[config.mk]
export PLATFORM = sky130hd
export DESIGN_NAME = sram_boundary_scan_tap
export DESIGN_NICKNAME = d
export VERILOG_FILES = /design/src/rtl/tap_pkg.sv /design/src/rtl/evt_fifo.sv /design/src/rtl/sram_boundary_scan_tap.sv
export SDC_FILE = /design/constraint.sdc
export NUM_CORES = 1
export LEC_CHECK = 0
export BUFFER_PORTS_ARGS = -buffer_cell sky130_fd_sc_hd__buf_2
export CAP_MARGIN = 20
export CORE_UTILIZATION = 30
export DETAILED_ROUTE_END_ITERATION = 6
export GPL_TIMING_DRIVEN = 0
export SKIP_LAST_GASP = 1
export SYNTH_ARGS = -nofsm -noshare
export SYNTH_HDL_FRONTEND = slang
export SYNTH_SLANG_ARGS = --single-unit
[constraint.sdc]
create_clock -name clk_sys -period 2.8 [get_ports clk_sys]
set_clock_uncertainty 0.05 [all_clocks]
set_input_delay 0.28 -clock clk_sys [delete_from_list [all_inputs] [get_ports clk_sys]]
set_output_delay 0.28 -clock clk_sys [all_outputs]
set_load 0.01 [all_outputs]
[src/rtl/tap_pkg.sv]
// shared types and constants for the sram boundary scan port
package tap_pkg;

    // -------------------------------------------------------------
    // controller states, gray coded along the usual walk
    // -------------------------------------------------------------
    typedef enum logic [3:0] {
        TLR    = 4'h0,
        RTI    = 4'h1,
        SEL_DR = 4'h3,
        CAP_DR = 4'h2,
        SH_DR  = 4'h6,
        EX1_DR = 4'h7,
        PA_DR  = 4'h5,
        EX2_DR = 4'h4,
        UPD_DR = 4'hC,
        SEL_IR = 4'hD,
        CAP_IR = 4'hF,
        SH_IR  = 4'hE,
        EX1_IR = 4'hA,
        PA_IR  = 4'hB,
        EX2_IR = 4'h9,
        UPD_IR = 4'h8
    } tap_state_e;

    // -------------------------------------------------------------
    // instruction register
    // -------------------------------------------------------------
    localparam int         IR_W       = 3;
    localparam logic [2:0] I_EXTEST   = 3'h0;
    localparam logic [2:0] I_IDCODE   = 3'h1;
    localparam logic [2:0] I_SAMPLE_Z = 3'h2;
    localparam logic [2:0] I_RSV_A    = 3'h3;
    localparam logic [2:0] I_PRELOAD  = 3'h4;
    localparam logic [2:0] I_PRIVATE  = 3'h5;
    localparam logic [2:0] I_RSV_B    = 3'h6;
    localparam logic [2:0] I_BYPASS   = 3'h7;
    localparam logic [2:0] IR_RESET   = I_IDCODE;
    localparam logic [2:0] IR_CAPTURE = 3'h1;

    // data register selected between serial input and output
    typedef enum logic [1:0] {
        DR_BYP = 2'h0,
        DR_ID  = 2'h1,
        DR_BSR = 2'h3
    } dr_sel_e;

    // -------------------------------------------------------------
    // identification word layout
    // -------------------------------------------------------------
    localparam int         ID_W       = 32;
    localparam int         VEND_LSB   = 1;
    localparam int         VEND_W     = 11;
    localparam logic       ID_PRESENT = 1'h1;

    // -------------------------------------------------------------
    // reset values and counts
    // -------------------------------------------------------------
    localparam logic       PIN_IDLE   = 1'h1;
    localparam logic [2:0] TLR_ONES   = 3'h5;
    localparam int         EVT_DEPTH  = 4;

    // one sampled rising test clock edge
    typedef struct packed {
        logic tms;
        logic tdi;
    } tap_evt_s;

endpackage : tap_pkg

[src/rtl/evt_fifo.sv]
// small valid/ready fifo for sampled test clock events
`timescale 1ns/1ps
module evt_fifo #(
    parameter int W     = 2,
    parameter int DEPTH = 4
) (
    // system
    input  wire logic         clk_sys,
    input  wire logic         rst,
    // fill side
    input  wire logic         in_valid,
    output logic              in_ready,
    input  wire logic [W-1:0] in_data,
    // drain side
    output logic              out_valid,
    input  wire logic         out_ready,
    output logic [W-1:0]      out_data
);

    localparam int AW = (DEPTH > 1) ? $clog2(DEPTH) : 1;
    localparam int CW = $clog2(DEPTH + 1);

    logic [W-1:0]  mem [DEPTH];
    logic [AW-1:0] wp_r;
    logic [AW-1:0] rp_r;
    logic [CW-1:0] cnt_r;
    logic          push;
    logic          pop;

    // honest full and empty from the fill count
    assign in_ready  = (cnt_r != CW'(DEPTH));
    assign out_valid = (cnt_r != '0);
    assign out_data  = mem[rp_r];
    assign push      = in_valid & in_ready;
    assign pop       = out_valid & out_ready;

    // storage
    always_ff @(posedge clk_sys) begin
        if (push) begin
            mem[wp_r] <= in_data;
        end
    end

    // pointers wrap at depth
    always_ff @(posedge clk_sys) begin
        if (rst) begin
            wp_r <= '0;
            rp_r <= '0;
        end else begin
            if (push) begin
                wp_r <= (wp_r == AW'(DEPTH - 1)) ? '0 : wp_r + 1'b1;
            end
            if (pop) begin
                rp_r <= (rp_r == AW'(DEPTH - 1)) ? '0 : rp_r + 1'b1;
            end
        end
    end

    // fill count
    always_ff @(posedge clk_sys) begin
        if (rst) begin
            cnt_r <= '0;
        end else if (push && !pop) begin
            cnt_r <= cnt_r + 1'b1;
        end else if (pop && !push) begin
            cnt_r <= cnt_r - 1'b1;
        end
    end
endmodule : evt_fifo

[src/rtl/sram_boundary_scan_tap.sv]
// boundary scan test access port of a synchronous burst sram
//
// Notes on behaviour
// - inputs on test clock rise, outputs on fall
// - mode select steers controller, floats high
// - data input feeds selected register, floats high
// - data output driven only while shifting
// - five ones on mode select resets controller
// - power-up reset, idle without test clock
// - every register shifts in rise, out fall
// - state plus instruction choose serial path
// - three bit instruction, loaded only when selected
// - reset state forces identification instruction
// - bypass is one flip-flop of delay
// - capture ring pins, then shift them out
// - pinless boundary positions capture one
// - boundary path only for three instructions
// - identification capture loads fixed 32-bit code
// - identification shifts out bit zero first
// - instruction capture loads low bits 01
// - instruction register shifts in, captured 001 out
// - new instruction acts only at update
// - instruction acts in idle and data states
// - decode extest, identification, preload, bypass
// - sample-z forces outputs off, boundary path
// - reserved codes behave as bypass
`timescale 1ns/1ps
module sram_boundary_scan_tap #(
    parameter int          PIN_W     = 48,
    parameter int          BSR_LEN   = 64,
    parameter logic [10:0] VENDOR_ID = 11'h2A5 // arbitrary value
) (
    // system
    input  wire logic             clk_sys,
    input  wire logic             rst,
    // test port pins
    input  wire logic             tck,
    input  wire logic             tms,
    input  wire logic             tdi,
    output logic                  tdo_r,
    output logic                  tdo_oe_r,
    // ram i/o ring
    input  wire logic [PIN_W-1:0] ram_pins,
    output logic [PIN_W-1:0]      ram_drive_val_r,
    output logic                  ram_drive_en_r,
    output logic                  ram_hiz_r,
    // status
    output logic                  evt_overrun_r
);

    // -------------------------------------------------------------
    // decoding helpers
    // -------------------------------------------------------------

    // path chosen by the held instruction
    function automatic tap_pkg::dr_sel_e sel_dr(
        input logic [2:0] ir
    );
        case (ir)
            tap_pkg::I_EXTEST,
            tap_pkg::I_SAMPLE_Z,
            tap_pkg::I_PRELOAD: sel_dr = tap_pkg::DR_BSR;
            tap_pkg::I_IDCODE:  sel_dr = tap_pkg::DR_ID;
            default:            sel_dr = tap_pkg::DR_BYP;
        endcase
    endfunction : sel_dr

    // controller walk on one sampled mode select bit
    function automatic tap_pkg::tap_state_e next_st(
        input tap_pkg::tap_state_e s,
        input logic                m
    );
        case (s)
            tap_pkg::TLR:    next_st = m ? tap_pkg::TLR    : tap_pkg::RTI;
            tap_pkg::RTI:    next_st = m ? tap_pkg::SEL_DR : tap_pkg::RTI;
            tap_pkg::SEL_DR: next_st = m ? tap_pkg::SEL_IR : tap_pkg::CAP_DR;
            tap_pkg::CAP_DR: next_st = m ? tap_pkg::EX1_DR : tap_pkg::SH_DR;
            tap_pkg::SH_DR:  next_st = m ? tap_pkg::EX1_DR : tap_pkg::SH_DR;
            tap_pkg::EX1_DR: next_st = m ? tap_pkg::UPD_DR : tap_pkg::PA_DR;
            tap_pkg::PA_DR:  next_st = m ? tap_pkg::EX2_DR : tap_pkg::PA_DR;
            tap_pkg::EX2_DR: next_st = m ? tap_pkg::UPD_DR : tap_pkg::SH_DR;
            tap_pkg::UPD_DR: next_st = m ? tap_pkg::SEL_DR : tap_pkg::RTI;
            tap_pkg::SEL_IR: next_st = m ? tap_pkg::TLR    : tap_pkg::CAP_IR;
            tap_pkg::CAP_IR: next_st = m ? tap_pkg::EX1_IR : tap_pkg::SH_IR;
            tap_pkg::SH_IR:  next_st = m ? tap_pkg::EX1_IR : tap_pkg::SH_IR;
            tap_pkg::EX1_IR: next_st = m ? tap_pkg::UPD_IR : tap_pkg::PA_IR;
            tap_pkg::PA_IR:  next_st = m ? tap_pkg::EX2_IR : tap_pkg::PA_IR;
            tap_pkg::EX2_IR: next_st = m ? tap_pkg::UPD_IR : tap_pkg::SH_IR;
            tap_pkg::UPD_IR: next_st = m ? tap_pkg::SEL_DR : tap_pkg::RTI;
            default:         next_st = tap_pkg::TLR;
        endcase
    endfunction : next_st

    // -------------------------------------------------------------
    // pin synchronisers
    // -------------------------------------------------------------

    logic             tck_s1;
    logic             tck_s2;
    logic             tck_s3;
    logic             tms_s1;
    logic             tms_s2;
    logic             tdi_s1;
    logic             tdi_s2;
    logic [PIN_W-1:0] pin_s1;
    logic [PIN_W-1:0] pin_s2;
    logic             tck_rise;
    logic             tck_fall;

    // test pins idle high, as their pull-ups would hold them
    always_ff @(posedge clk_sys) begin
        if (rst) begin
            tck_s1 <= tap_pkg::PIN_IDLE;
            tck_s2 <= tap_pkg::PIN_IDLE;
            tck_s3 <= tap_pkg::PIN_IDLE;
            tms_s1 <= tap_pkg::PIN_IDLE;
            tms_s2 <= tap_pkg::PIN_IDLE;
            tdi_s1 <= tap_pkg::PIN_IDLE;
            tdi_s2 <= tap_pkg::PIN_IDLE;
        end else begin
            tck_s1 <= tck;
            tck_s2 <= tck_s1;
            tck_s3 <= tck_s2;
            tms_s1 <= tms;
            tms_s2 <= tms_s1;
            tdi_s1 <= tdi;
            tdi_s2 <= tdi_s1;
        end
    end

    // ring pins change freely with the ram clock
    always_ff @(posedge clk_sys) begin
        pin_s1 <= ram_pins;
        pin_s2 <= pin_s1;
    end

    // edges seen only past the second stage
    assign tck_rise = tck_s2 & ~tck_s3;
    assign tck_fall = ~tck_s2 & tck_s3;

    // -------------------------------------------------------------
    // rising edge event queue
    // -------------------------------------------------------------

    tap_pkg::tap_evt_s evt_in;
    tap_pkg::tap_evt_s evt_out;
    logic              evt_rdy;
    logic              evt_vld;
    logic              fall_go_r;
    logic              pop;

    assign evt_in = '{tms: tms_s2, tdi: tdi_s2};
    // a pending fall is handled first; the queue holds rises meanwhile
    assign pop    = evt_vld & ~fall_go_r;

    evt_fifo #(
        .W     ($bits(tap_pkg::tap_evt_s)),
        .DEPTH (tap_pkg::EVT_DEPTH)
    ) u_evt_fifo (
        .clk_sys   (clk_sys),
        .rst       (rst),
        .in_valid  (tck_rise),
        .in_ready  (evt_rdy),
        .in_data   (evt_in),
        .out_valid (evt_vld),
        .out_ready (~fall_go_r),
        .out_data  (evt_out)
    );

    // falling edge work waits one cycle behind detection
    always_ff @(posedge clk_sys) begin
        if (rst) begin
            fall_go_r <= 1'b0;
        end else begin
            fall_go_r <= tck_fall;
        end
    end

    // sticky flag when a rise finds the queue full
    always_ff @(posedge clk_sys) begin
        if (rst) begin
            evt_overrun_r <= 1'b0;
        end else if (tck_rise && !evt_rdy) begin
            evt_overrun_r <= 1'b1;
        end
    end

    // -------------------------------------------------------------
    // controller
    // -------------------------------------------------------------

    tap_pkg::tap_state_e state_r;
    tap_pkg::tap_state_e state_nxt;
    logic [2:0]          ones_r;

    assign state_nxt = next_st(state_r, evt_out.tms);

    // advance once per sampled rise; rst stands for power-up
    always_ff @(posedge clk_sys) begin
        if (rst) begin
            state_r <= tap_pkg::TLR;
        end else if (pop) begin
            state_r <= state_nxt;
        end
    end

    // run of consecutive high mode select samples
    always_ff @(posedge clk_sys) begin
        if (rst) begin
            ones_r <= '0;
        end else if (pop) begin
            if (!evt_out.tms) begin
                ones_r <= '0;
            end else if (ones_r != tap_pkg::TLR_ONES) begin
                ones_r <= ones_r + 1'b1;
            end
        end
    end

    // -------------------------------------------------------------
    // instruction register
    // -------------------------------------------------------------

    logic [2:0]        ir_r;
    logic [2:0]        ir_sh_r;
    logic              upd_ir_go;
    tap_pkg::dr_sel_e  dsel;

    assign upd_ir_go = fall_go_r & (state_r == tap_pkg::UPD_IR);
    assign dsel      = sel_dr(ir_r);

    // capture and shift stage
    always_ff @(posedge clk_sys) begin
        if (rst) begin
            ir_sh_r <= tap_pkg::IR_RESET;
        end else if (pop && state_r == tap_pkg::CAP_IR) begin
            ir_sh_r <= tap_pkg::IR_CAPTURE;
        end else if (pop && state_r == tap_pkg::SH_IR) begin
            ir_sh_r <= {evt_out.tdi, ir_sh_r[2:1]};
        end
    end

    // held instruction changes only at update or reset
    always_ff @(posedge clk_sys) begin
        if (rst) begin
            ir_r <= tap_pkg::IR_RESET;
        end else if (pop && state_nxt == tap_pkg::TLR) begin
            ir_r <= tap_pkg::IR_RESET;
        end else if (upd_ir_go) begin
            ir_r <= ir_sh_r;
        end
    end

    // -------------------------------------------------------------
    // data registers
    // -------------------------------------------------------------

    logic                        byp_r;
    logic [tap_pkg::ID_W-1:0]    id_sh_r;
    logic [tap_pkg::ID_W-1:0]    id_word;
    logic [BSR_LEN-1:0]          bsr_sh_r;
    logic [BSR_LEN-1:0]          cap_vec;
    logic                        id_lsb;

    // fixed code: upper bits unused, vendor field, presence bit
    always_comb begin
        id_word = '0;
        id_word[tap_pkg::VEND_LSB +: tap_pkg::VEND_W] = VENDOR_ID;
        id_word[0] = tap_pkg::ID_PRESENT;
    end

    // pin positions take ring levels, the rest read one
    for (genvar i = 0; i < BSR_LEN; i++) begin : g_cap
        if (i < PIN_W) begin : g_pin
            assign cap_vec[i] = pin_s2[i];
        end else begin : g_hold
            assign cap_vec[i] = 1'b1;
        end
    end

    // bypass bit
    always_ff @(posedge clk_sys) begin
        if (rst) begin
            byp_r <= 1'b0;
        end else if (pop && dsel == tap_pkg::DR_BYP) begin
            if (state_r == tap_pkg::CAP_DR) begin
                byp_r <= 1'b0;
            end else if (state_r == tap_pkg::SH_DR) begin
                byp_r <= evt_out.tdi;
            end
        end
    end

    // identification register, shifts toward bit zero
    always_ff @(posedge clk_sys) begin
        if (rst) begin
            id_sh_r <= '0;
        end else if (pop && dsel == tap_pkg::DR_ID) begin
            if (state_r == tap_pkg::CAP_DR) begin
                id_sh_r <= id_word;
            end else if (state_r == tap_pkg::SH_DR) begin
                id_sh_r <= {evt_out.tdi, id_sh_r[31:1]};
            end
        end
    end

    // boundary register
    always_ff @(posedge clk_sys) begin
        if (rst) begin
            bsr_sh_r <= '0;
        end else if (pop && dsel == tap_pkg::DR_BSR) begin
            if (state_r == tap_pkg::CAP_DR) begin
                bsr_sh_r <= cap_vec;
            end else if (state_r == tap_pkg::SH_DR) begin
                bsr_sh_r <= {evt_out.tdi, bsr_sh_r[BSR_LEN-1:1]};
            end
        end
    end

    assign id_lsb = id_sh_r[0];

    // -------------------------------------------------------------
    // serial output and ring drive
    // -------------------------------------------------------------

    logic shifting;
    logic out_bit;

    assign shifting = (state_r == tap_pkg::SH_DR)
                    | (state_r == tap_pkg::SH_IR);

    // outgoing bit of the register on the path
    always_comb begin
        out_bit = byp_r;
        if (state_r == tap_pkg::SH_IR) begin
            out_bit = ir_sh_r[0];
        end else if (dsel == tap_pkg::DR_ID) begin
            out_bit = id_sh_r[0];
        end else if (dsel == tap_pkg::DR_BSR) begin
            out_bit = bsr_sh_r[0];
        end
    end

    // launch on the falling edge only
    always_ff @(posedge clk_sys) begin
        if (rst) begin
            tdo_r    <= 1'b0;
            tdo_oe_r <= 1'b0;
        end else if (fall_go_r) begin
            tdo_oe_r <= shifting;
            if (shifting) begin
                tdo_r <= out_bit;
            end
        end
    end

    // boundary contents reach the output ring at update
    always_ff @(posedge clk_sys) begin
        if (rst) begin
            ram_drive_val_r <= '0;
        end else if (fall_go_r && state_r == tap_pkg::UPD_DR
                     && dsel == tap_pkg::DR_BSR) begin
            ram_drive_val_r <= bsr_sh_r[PIN_W-1:0];
        end
    end

    // ring control follows the held instruction
    always_ff @(posedge clk_sys) begin
        if (rst) begin
            ram_drive_en_r <= 1'b0;
            ram_hiz_r      <= 1'b0;
        end else begin
            ram_drive_en_r <= (ir_r == tap_pkg::I_EXTEST);
            ram_hiz_r      <= (ir_r == tap_pkg::I_SAMPLE_Z);
        end
    end
endmodule : sram_boundary_scan_tap

==> metrics.cfg <==
[status]
status=complete, no violations

[sta]
max_freq_ghz=0.398
setup_viol=0
drv_slew=0
maxSlewHeadroom_pct=50.2
hold_violations=0
fin_crit_sh_pct=89.8
fin_hold_ws_ps=275
rsz0062_at_grt=false
finalCriticalPeriod_ps=2510
setup-tns-final_ps=0
worst_pin_slew_ps=746

[setup_path]
reg2reg_depth=9
r2r_slack_ps=290
critPathLaunchType=register
cp.required_ps=3210
worstReg2RegStart=u_evt_fifo.cnt_r[2]
cp-end-kind=register
cp_max_fo=9
rr_endpoint=u_evt_fifo.cnt_r[2]
criticalPathCategory=reg2reg
critical_path_arrival_ps=2930

[logic_synthesis]
synth_top_area_share_pct=56.7
yosysTopAreaCell=dfxtp_1
yosys_warnings=0
syn_inst=972
synth.area.top_cells=dfxtp_1, nand2_1, a311oi_2, a21oi_1, nor2_1
ys_ff_latch=281
synthFlopType=dfxtp_1
synthArstFlopShare_pct=0
synth-edff-count=8
syn-num-nets=1032
ys_seq_area_share_pct=59.2
yosys.cell_types.count=55
synth_area_mm2=0.00963
synth_area_per_cell_um2=9.91

[final_layout]
regArea_mm2=0.00571
finalNetCount=1217
area_growth_pct=26.8
fillCellCount=3094
final_cell_mix=dfxtp_1, nand2_1, buf_2
drive_gt1_share_pct=22.8
diodes=0
final_common_cell=dfxtp_1
multi_input_area_mm2=0.00349

[floorplan]
die_x_um=181
die_area_mm2=0.0328
io_pins=106
die_h_um=181
start_util_pct=30.5
core_region_area_mm2=0.0316
num_rows=65

[drt]
wire_per_inst_um=13.6
detail-route-antenna-nets=0
via_per_inst=4.57
wl_mm=21.4
firstDrtPassIters=5
drt_iter0_drc=322
vias=7218
drc=0

[clock_tree]
clk_pin_slew_ps=60
cts.sinks=281
cts-buffers-inserted=28
clk_latency_ps=540
cts_root_buf=clkbuf_16
cts_tree=done
cts_buffer_depth=3
h-tree-depth=1
postCtsSetupBuffers=0

[global_routing]
grt_use_met3_pct=1.98
antenna_found_initial=0
grt_max_degree=16
grt-ovfl-total=0
grt_usage_pct=13.0
busiest_layer=met2
grt_pass1_wl_mm=35.2
use_met1_pct=16.9
grt_pass1_vias=6964
met2_usage_pct=22.3

[placement]
dp_hpwl_mm=14.4
io_buffer_count=104
gp_congestion=0.812

[power_and_ir_drop]
power_density_mw_per_mm2=801
fin_total_pwr_w=0.00979
p_leak_nw=4.40
ir_drop_mv=0.464

[worst_hold_path]
hold_start=pin_s1[46]
min_to=pin_s2[46]
hold_path_depth=0
hold_path.class=reg2reg

[flow_run]
drv_cap=0

-- state kept, by name, indices dropped and copies added (netlist names), 2 cells and up, named ones only --
signal            flops
bsr_sh_r             64
id_sh_r              32
ir_r                  3
ir_sh_r               3
pin_s1               48
pin_s2               48
ram_drive_val_r      48
state_r               4
u_evt_fifo.cnt_r      3
u_evt_fifo.mem        8
u_evt_fifo.rp_r       2
u_evt_fifo.wp_r       2
-- worst max-delay path: stages, from the launching register on --
cell     delay (ps)
dfxtp_1         380
nor3_4          340
nor2_2          170
inv_2           180
ha_1            200
inv_1            70
fa_1            430
xor2_1          180
or3_1           310
a21oi_1         140
-- synth_stat cells, types with 2 or more instances --
| library cell | instances |
|---|---|
| a2111oi_2 | 2 |
| o21ai_0 | 7 |
| mux2i_1 | 9 |
| dfxtp_1 | 273 |
| edfxtp_1 | 8 |
| buf_2 | 31 |
| a311oi_2 | 50 |
| nand2_1 | 229 |
| xor2_1 | 2 |
| nor2b_1 | 6 |
| and4_1 | 3 |
| nor3b_2 | 2 |
| inv_1 | 23 |
| and2_1 | 6 |
| mux2_2 | 2 |
| buf_4 | 10 |
| a311oi_1 | 16 |
| or2_2 | 7 |
| buf_1 | 2 |
| ha_1 | 6 |
| clkbuf_1 | 28 |
| nor3_1 | 14 |
| or3_1 | 3 |
| mux4_2 | 2 |
| nor3b_1 | 2 |
| nand4_1 | 5 |
| nand3_1 | 30 |
| a21oi_1 | 83 |
| nand2b_1 | 2 |
| nor2_1 | 84 |
-- layout make-up --
type | instances | area share [%]
Multi-Input combinational cell | 595 | 28.6
Clock buffer | 30 | 5.97
Tap cell | 402 | 4.12
Sequential cell | 281 | 46.7
Buffer | 72 | 2.90
Clock inverter | 21 | 2.51
Inverter | 24 | 0.738
Timing Repair Buffer | 155 | 8.44
-- routing by layer --
layer / share of wire (%) / routed length [µm] / up-vias
met4: 1.8 / 391 / 0
met1: 46 / 9820 / 3395
met5: 0 / 0 / -
met3: 3.9 / 844 / 26
met2: 48 / 10400 / 132
li1: - / - / 3665
-- repair_timing --
item	in CTS	in global routing
setup endpoints to repair	0	1
hold buffers	51	0
endpoints found under the hold margin	51	0
gates resized for setup	0	2
-- worst max path at each step --
| stage | from | endpoint | slack [ps] | depth (start not counted) |
|---|---|---|---|---|
| final | u_evt_fifo.cnt_r[2] | u_evt_fifo.cnt_r[2] | 290 | 9 |
| after global routing | u_evt_fifo.cnt_r[2] | u_evt_fifo.cnt_r[2] | 100 | 9 |
| after CTS | u_evt_fifo.cnt_r[2] | u_evt_fifo.cnt_r[2] | 150 | 9 |
| after detailed placement | u_evt_fifo.cnt_r[2] | u_evt_fifo.cnt_r[2] | 170 | 9 |
| after global placement | u_evt_fifo.cnt_r[2] | u_evt_fifo.cnt_r[2] | 210 | 9 |
| after floorplan | u_evt_fifo.cnt_r[0] | u_evt_fifo.cnt_r[2] | 510 | 8 |
-- cell families (layout without fill, tap and decap cells) --
logic type | after synthesis | count (layout) | share of synthesized area [%]
muxes | 13 | 13 | 1.64
and+or+nand+nor | 404 | 404 | 18.1
AOI/OAI and AO/OA | 169 | 169 | 15.2
adders and majority gates | 7 | 7 | 0.987
buffers and inverters | 96 | 302 | 4.61
xor gates and xnor gates | 2 | 2 | 0.182
DFF | 281 | 281 | 59.2
-- where the power goes --
group	switching, W	internal [W]	total, W
Clock	0.00159	0.00254	0.00413
Combinational	0.000868	0.000489	0.00136
Sequential	0.000116	0.00418	0.00430
-- per-stage QoR --
step | instances | worst slack (ps) | area [µm²] | utilization [%]
after global routing | 1580 | 103 | 12200 | 38.7
final | 1580 | 287 | 12200 | 38.7
after detailed placement | 1478 | 171 | 10700 | 33.8
after floorplan | 972 | 512 | 9630 | -
after global placement | 1478 | 214 | 10700 | 33.8
after CTS | 1580 | 147 | 12200 | 38.7
Power figures use the tool's default switching activity.
